===== src/design/nbb_defines.vh =====
// constants for the bridge base address register block
`ifndef NBB_DEFINES_VH
`define NBB_DEFINES_VH

`define NBB_OFF_BAR_TWO 12'h018
`define NBB_OFF_BAR_THREE 12'h01c
`define NBB_OFF_CFG_WIN 12'h020

`define NBB_SPACE_BIT 0
`define NBB_TYPE_LSB 1
`define NBB_PREFETCHABLE_FLAG_BIT 3
`define NBB_BASE_ADDRESS_FIELD_LSB 4
`define NBB_CFG_BASE_ADDRESS_FIELD_LSB 7

`define NBB_SPACE_MEM 1'h0
`define NBB_SPACE_IO 1'h1
`define NBB_TYPE_NARROW 2'h0
`define NBB_TYPE_WIDE 2'h2

`define NBB_BASE_ADDRESS_FIELD_RESET 32'h0
`define NBB_CFG_WIN_LOG2 6'h0c
`define NBB_MIN_LOG2 6'h04
`define NBB_MAX_NARROW_LOG2 6'h1f

`endif


===== src/design/nbb_base_regs.v =====
// base address registers two, three and the configuration window
`timescale 1ns/10ps
//
// Behaviour
// - register two type field mirrors setup two type; 0 narrow, 2 wide
// - register two type field reads zero when io space selected
// - prefetch bit 3 mirrors setup prefetch, zero when io space
// - register two base bits 31:4 reset zero, writable per setup size
// - base fields are compared with incoming addresses to claim them
// - in wide mode register three is the upper 32 base bits
// - register three reports narrow address type unless register two is wide
// - register three base bits reset zero, writable per setup three size, or per setup two size in wide mode
// - window register maps whole configuration space into memory
// - window register space bit hardwired to memory
// - window register type field always narrow
// - window prefetch reads zero, bits 6:4 reserved zero
// - window requests 4KB, base field 31:12 writable, 11:7 read zero, resets zero
module nbb_base_regs (
  input wire i_clock,
  input wire i_rst_b,
  input wire i_reg_wr,
  input wire i_reg_rd,
  input wire [11:0] i_reg_addr,
  input wire [31:0] i_reg_wdata,
  input wire [3:0] i_reg_be,
  input wire i_setup_two_space,
  input wire [1:0] i_setup_two_type,
  input wire i_setup_two_prefetchable_flag,
  input wire [5:0] i_setup_two_size,
  input wire i_setup_three_space,
  input wire i_setup_three_prefetchable_flag,
  input wire [5:0] i_setup_three_size,
  input wire i_req_valid,
  input wire i_req_is_io,
  input wire [63:0] i_req_addr,
  output reg [31:0] o_reg_rdata,
  output reg o_reg_ack,
  output reg o_hit_two,
  output reg o_hit_three,
  output reg o_hit_cfg,
  output reg [11:0] o_cfg_offset
);
`include "nbb_defines.vh"

  ////////////////////////////////////////////////////////////////////////
  // window masks from a log2 size; below the minimum nothing decodes

  function [63:0] size_mask;
    input [5:0] log2;
    integer i;
    begin
      size_mask = 64'h0;
      if (log2 >= `NBB_MIN_LOG2) begin
        for (i = 4; i < 64; i = i + 1) begin
          size_mask[i] = (i >= log2);
        end
      end
    end
  endfunction

  wire two_io = (i_setup_two_space == `NBB_SPACE_IO);
  wire two_wide = !two_io && (i_setup_two_type == `NBB_TYPE_WIDE);
  wire three_io = (i_setup_three_space == `NBB_SPACE_IO);
  wire [63:0] mask_two_full = size_mask(i_setup_two_size);
  wire [63:0] mask_three_full = size_mask(i_setup_three_size);
  wire [63:0] mask_cfg_full = size_mask(`NBB_CFG_WIN_LOG2);
  // a narrow window of 4GB or larger cannot exist, so it is disabled
  wire two_en = |mask_two_full &&
                (two_wide || i_setup_two_size <= `NBB_MAX_NARROW_LOG2);
  wire three_en = |mask_three_full &&
                  i_setup_three_size <= `NBB_MAX_NARROW_LOG2;

  wire [31:0] mask_two = two_en ? mask_two_full[31:0] : 32'h0;
  wire [31:0] mask_three = two_wide ? mask_two_full[63:32]
                         : (three_en ? mask_three_full[31:0] : 32'h0);
  wire [31:0] mask_cfg = mask_cfg_full[31:0];

  ////////////////////////////////////////////////////////////////////////
  // storage, one masked word per register

  wire [2:0] wr_sel;
  wire [95:0] mask_all = {mask_cfg, mask_three, mask_two};
  wire [95:0] val_all;

  ////////////////////////////////////////////////////////////////////////
  // decode shared by the write strobes and the read mux

  // one-hot select of the addressed register, zero when unmapped
  function [2:0] reg_select;
    input [11:0] addr;
    begin
      reg_select = 3'h0;
      case (addr)
        `NBB_OFF_BAR_TWO: begin
          reg_select = 3'h1;
        end
        `NBB_OFF_BAR_THREE: begin
          reg_select = 3'h2;
        end
        `NBB_OFF_CFG_WIN: begin
          reg_select = 3'h4;
        end
        default: begin
          reg_select = 3'h0;
        end
      endcase
    end
  endfunction

  // masked compare; a narrow window passes all ones in the upper mask
  // so that any upper address bit set misses the window
  function window_match;
    input [63:0] addr;
    input [63:0] base;
    input [63:0] mask;
    begin
      window_match = (((addr ^ base) & mask) == 64'h0);
    end
  endfunction

  wire [2:0] reg_sel = reg_select(i_reg_addr);

  genvar g;
  generate
    for (g = 0; g < 3; g = g + 1) begin : gen_word
      assign wr_sel[g] = i_reg_wr && reg_sel[g];
      nbb_bar_word #(
        .WIDTH(32)
      ) u_word (
        .i_clock(i_clock),
        .i_rst_b(i_rst_b),
        .i_wr(wr_sel[g]),
        .i_wdata(i_reg_wdata),
        .i_be(i_reg_be),
        .i_mask(mask_all[g*32 +: 32]),
        .o_value(val_all[g*32 +: 32])
      );
    end
  endgenerate

  wire [31:0] base_two = val_all[31:0];
  wire [31:0] base_three = val_all[63:32];
  wire [31:0] base_cfg = val_all[95:64];

  ////////////////////////////////////////////////////////////////////////
  // read views; low attribute bits come from setup or are hardwired, never from the write, except register three in wide mode

  wire [1:0] two_type = two_io ? 2'h0 : i_setup_two_type;
  wire two_prefetchable_flag = two_io ? 1'b0 : i_setup_two_prefetchable_flag;
  wire [31:0] view_two = {base_two[31:4], two_prefetchable_flag, two_type,
                          i_setup_two_space};
  wire three_prefetchable_flag = three_io ? 1'b0 : i_setup_three_prefetchable_flag;
  wire [31:0] view_three = two_wide ? base_three
                         : {base_three[31:4], three_prefetchable_flag,
                            `NBB_TYPE_NARROW, i_setup_three_space};
  wire [31:0] view_cfg = {base_cfg[31:7], 3'h0, 1'b0,
                          `NBB_TYPE_NARROW, `NBB_SPACE_MEM};

  reg [31:0] rdata_next;

  // unmapped offsets read zero but are still acknowledged
  always @* begin
    case (reg_sel)
      3'h1: begin
        rdata_next = view_two;
      end
      3'h2: begin
        rdata_next = view_three;
      end
      3'h4: begin
        rdata_next = view_cfg;
      end
      default: begin
        rdata_next = 32'h0;
      end
    endcase
  end

  ////////////////////////////////////////////////////////////////////////
  // address claim; a fixed one-cycle answer keeps the window count simple

  wire [63:0] cmp_mask_two = two_wide ? mask_two_full
                           : {32'hffffffff, mask_two};
  wire [63:0] cmp_base_two = {two_wide ? base_three : 32'h0, base_two};
  wire hit_two_next = i_req_valid && two_en && (i_req_is_io == two_io) &&
                      window_match(i_req_addr, cmp_base_two,
                                   cmp_mask_two);
  wire hit_three_next = i_req_valid && three_en && !two_wide &&
                        (i_req_is_io == three_io) &&
                        window_match(i_req_addr, {32'h0, base_three},
                                     {32'hffffffff, mask_three});
  wire hit_cfg_next = i_req_valid && !i_req_is_io &&
                      window_match(i_req_addr, {32'h0, base_cfg},
                                   {32'hffffffff, mask_cfg});

  ////////////////////////////////////////////////////////////////////////
  // register port answer, always one cycle after the strobe

  always @(posedge i_clock or negedge i_rst_b) begin
    if (!i_rst_b) begin
      o_reg_rdata <= 32'h0;
      o_reg_ack <= 1'b0;
    end else begin
      o_reg_rdata <= i_reg_rd ? rdata_next : 32'h0;
      o_reg_ack <= i_reg_rd | i_reg_wr;
    end
  end

  ////////////////////////////////////////////////////////////////////////
  // claim answer; the offset is zeroed off a hit so it never leaks

  always @(posedge i_clock or negedge i_rst_b) begin
    if (!i_rst_b) begin
      o_hit_two <= 1'b0;
      o_hit_three <= 1'b0;
      o_hit_cfg <= 1'b0;
      o_cfg_offset <= 12'h0;
    end else begin
      o_hit_two <= hit_two_next;
      o_hit_three <= hit_three_next;
      o_hit_cfg <= hit_cfg_next;
      o_cfg_offset <= hit_cfg_next ? i_req_addr[11:0] : 12'h0;
    end
  end
endmodule


===== src/design/nbb_bar_word.v =====
// one base address word whose writable bits follow a mask
`timescale 1ns/10ps
module nbb_bar_word #(
  parameter WIDTH = 32
) (
  input wire i_clock,
  input wire i_rst_b,
  input wire i_wr,
  input wire [WIDTH-1:0] i_wdata,
  input wire [WIDTH/8-1:0] i_be,
  input wire [WIDTH-1:0] i_mask,
  output wire [WIDTH-1:0] o_value
);
`include "nbb_defines.vh"

  reg [WIDTH-1:0] word_reg;
  reg [WIDTH-1:0] word_next;
  reg [WIDTH-1:0] lane_mask;
  integer k;

  always @* begin
    for (k = 0; k < WIDTH; k = k + 1) begin
      lane_mask[k] = i_be[k/8] & i_mask[k];
    end
    word_next = i_wr ? ((word_reg & ~lane_mask) | (i_wdata & lane_mask))
                     : word_reg;
  end

  always @(posedge i_clock or negedge i_rst_b) begin
    if (!i_rst_b) begin
      word_reg <= `NBB_BASE_ADDRESS_FIELD_RESET;
    end else begin
      word_reg <= word_next;
    end
  end

  // stale bits left below a grown window must never show
  assign o_value = word_reg & i_mask;
endmodule


===== config.mk =====
export PLATFORM = sky130hd
export DESIGN_NAME = nbb_base_regs
export DESIGN_NICKNAME = d
export VERILOG_FILES = /design/src/design/nbb_base_regs.v /design/src/design/nbb_bar_word.v
export VERILOG_INCLUDE_DIRS = /design/src /design/src/design
export SDC_FILE = /design/constraint.sdc
export NUM_CORES = 1
export LEC_CHECK = 0
export ABC_CLOCK_PERIOD_IN_PS = 2500
export BUFFER_PORTS_ARGS = -buffer_cell sky130_fd_sc_hd__buf_4
export CAP_MARGIN = 20
export CORE_MARGIN = 8
export CORE_UTILIZATION = 41
export DETAILED_ROUTE_END_ITERATION = 6
export GPL_TIMING_DRIVEN = 0
export HOLD_SLACK_MARGIN = 0.03
export PLACE_DENSITY_LB_ADDON = 0.3
export SKIP_CTS_REPAIR_TIMING = 1
export SYNTH_ARGS = -nofsm -noshare
export SYNTH_HDL_FRONTEND = slang
export SYNTH_SLANG_ARGS = --single-unit

===== constraint.sdc =====
create_clock -name i_clock -period 2.5 [get_ports i_clock]
set_input_delay 0.25 -clock i_clock [delete_from_list [all_inputs] [get_ports i_clock]]
set_output_delay 0.25 -clock i_clock [all_outputs]
set_load 0.01 [all_outputs]

==> results.json <==
{
  "status": "finished, violations left",
  "violations": "DRC, setup timing",
  "area_growth_pct": 28.5,
  "min_from": "i_req_addr[3]",
  "async_reset_ff_frac": 1.00,
  "syn_inst": 933,
  "cp_max_fo": 10,
  "synth_top_family_by_area": "simple AND/OR/NAND/NOR gates",
  "hold_end": "o_cfg_offset[3]$_DFF_PN0_",
  "ys_top_cells_by_area": "dfrtp_1 37%, mux2_2 10%, xnor2_1 4.1%",
  "ios": 184,
  "cpPeakStageDelay_ns": 0.47,
  "clock_path_buffers": 2,
  "dpl.hpwl_mm": 33.5,
  "max-vdd-ir-drop_mv": 0.453,
  "cts_root_buffer": "clkbuf_16",
  "cts_buffers": 17,
  "fin_cells": 1423,
  "yosysSeqAreaShare": 0.375,
  "synthFlopType": "dfrtp_1",
  "antenna_cells": 0,
  "place_ws_ns": -1.03,
  "nets": 1271,
  "h-tree-depth": 4,
  "vias": 8997,
  "first_global_vias": 8945,
  "wire_per_inst_um": 29.4,
  "required_ns": 2.83,
  "setup_viol": 2,
  "cts.sinks": 128,
  "crit_family": "simple AND/OR/NAND/NOR gates",
  "wl_mm": 41.8,
  "ant_nets": 0,
  "yosys_warnings": 0,
  "rsz0062_at_grt": "false",
  "routabilityCongestion": 1.06,
  "cp.arrival_ns": 2.84,
  "clkTransAtPathRegs_ns": 0.06,
  "skew_ns": 0.0133,
  "hold_slack_ns": 0.0292,
  "synth-edff-count": 0,
  "antenna_found_initial": 3,
  "power.total_mw": 5.56,
  "synth.mux.area_fraction": 0.106,
  "drive_gt1_frac": 0.317,
  "synthAdderAreaFrac": 0,
  "postPlaceCellArea_mm2": 0.0103,
  "maxCapViolCount": 0,
  "crit_type": "primary input to flip-flop",
  "synth_top_area_share": 0.375,
  "drt-vias-per-instance": 6.32,
  "hp-class": "primary input to flip-flop",
  "synthSimpleGateAreaFrac": 0.231,
  "fp.coreArea_mm2": 0.0208,
  "critPathLaunchType": "primary input",
  "grt_pass1_wl_mm": 60.7,
  "drtIter0Drc": 1207,
  "reg2reg_slack_ns": 0.06,
  "dieHeight_um": 160,
  "design_area_mm2": 0.0110,
  "max_freq_ghz": 0.399,
  "syn-num-nets": 1069,
  "synth_xor_area_frac": 0.0769,
  "placedCellCount": 1389,
  "grt_overflow": 0,
  "grt_use_total": 0.319,
  "cts_tree": "done",
  "crit_cells": 10,
  "fp.dieArea_mm2": 0.0257,
  "slew_headroom": 0.394,
  "rows": 53,
  "fin_crit_ns": 2.51,
  "grt_max_degree": 73,
  "insertion_delay_ns": 0.43,
  "r2r_end": "o_cfg_offset[2]$_DFF_PN0_",
  "synth_commonest_cells": "128 x dfrtp_1, 85 x nand2_1, 77 x mux2_2",
  "utilization": 0.529,
  "finalMaxSlewViolations": 0,
  "drc": 5,
  "finalHoldViolations": 0,
  "cp_cell_sequence": "buf_4, nor3b_2, clkbuf_4, clkbuf_2, a21oi_1, nor4_2, nand4_1, nor4_1, nand4_1, nor4_2",
  "setup_tns_ns": -0.0104,
  "power_density_mw_per_mm2": 506,
  "die_x_um": 160,
  "p_leak_nw": 4.84,
  "synth_compound_area_frac": 0.171,
  "synth-seq-cells": 128,
  "tightest_slew_ns": 0.907,
  "start_util": 0.412,
  "r2r_cells": 6,
  "io_buffers": 180,
  "synthMostInstantiatedCell": "dfrtp_1",
  "syn_avg_cell_area_um2": 9.16,
  "end_kind": "flip-flop",
  "synth_largest_area_cell": "dfrtp_1",
  "ys_types": 85,
  "netlist_area_mm2": 0.00855,
  "first_pass_iters": 7,
  "whs_path_depth": 2,
  "setup_ws_ns": -0.00785,
  "fin_crit_sh": 1.00,
  "slowest_stage": "nor3b_2",
  "critPathBufInv": 3
}
## report_power, final
part | total [mW] | leakage (nW) | internal, mW | switching, mW
Clock | 2.53 | 0.279 | 1.43 | 1.10
Combinational | 0.955 | 2.78 | 0.342 | 0.613
Sequential | 2.08 | 1.78 | 2.07 | 0.00191
Total | 5.56 | 4.84 | 3.84 | 1.72
## cell usage in the layout, fill, tap and decap left out, drive strengths merged, types with 4 or more instances in the layout
| master | Yosys | layout |
|---|---|---|
| a211oi | 4 | 4 |
| nand2b | 15 | 15 |
| nand3 | 55 | 55 |
| o21ai | 46 | 46 |
| a32oi | 18 | 18 |
| o211ai | 6 | 6 |
| buf | 26 | 209 |
| a2111oi | 7 | 7 |
| and2 | 17 | 17 |
| dfrtp | 128 | 128 |
| a31oi | 9 | 9 |
| a22o | 5 | 5 |
| clkbuf | 28 | 45 |
| o22ai | 9 | 9 |
| a21oi | 43 | 43 |
| or3b | 5 | 5 |
| nor3 | 22 | 22 |
| nor4b | 6 | 6 |
| inv | 18 | 26 |
| nor2b | 10 | 10 |
| mux2 | 79 | 79 |
| or2 | 6 | 6 |
| or4b | 4 | 4 |
| nor2 | 57 | 57 |
| nand2 | 88 | 88 |
| a22oi | 10 | 10 |
| xnor2 | 40 | 40 |
| o32ai | 5 | 5 |
| a21o | 6 | 6 |
| xor2 | 35 | 35 |
| and3 | 11 | 11 |
| nand3b | 9 | 9 |
| nor4 | 20 | 20 |
| nand4 | 21 | 21 |
| nor3b | 8 | 8 |
## worst reg2reg max path, cell delays in order (launching register included)
cell and delay, ns:
dfrtp_1 0.40, xnor2_1 0.41, nand4_1 0.23, nor4_4 0.44, and3_1 0.37, clkbuf_1 0.34
and2_1 0.18
## area by class of cell
class / count / area [um2]
fillers: 1965 / 9770
multi-input cells: 733 / 5090
flip-flops and latches: 128 / 3200
repair buffers: 185 / 1420
clock buffers: 18 / 439
well taps: 275 / 344
plain buffers: 52 / 280
clock inverters: 14 / 145
inverters: 18 / 67.6
## cell families after synthesis
family	count (synthesis)
buffers and inverters	72
DFF	128
xor gates and xnor gates	75
AOI/OAI and AO/OA	211
muxes	81
and+or+nand+nor	366
## layer usage
metal,global-route usage,vias to the layer above,part of all wire
met2,0.491,658,0.44
met1,0.404,4335,0.39
met4,0.161,2,0.055
met3,0.0875,126,0.11
met5,0,-,0.00031
li1,-,3876,-
## how the worst max path moves through the flow
stage                             to           startpoint  slack, ns
2_1_floorplan    o_hit_two$_DFF_PN0_  i_setup_two_size[5]       0.44
3_3_place_gp     o_hit_two$_DFF_PN0_    i_setup_two_space      -1.13
3_5_place_dp     o_hit_two$_DFF_PN0_    i_setup_two_space      -1.03
4_1_cts          o_hit_two$_DFF_PN0_    i_setup_two_space      -0.60
5_1_grt        o_hit_three$_DFF_PN0_  i_setup_two_size[5]      0.004
6_report         o_hit_two$_DFF_PN0_    i_setup_two_space     -0.008
Power figures use the tool's default switching activity.
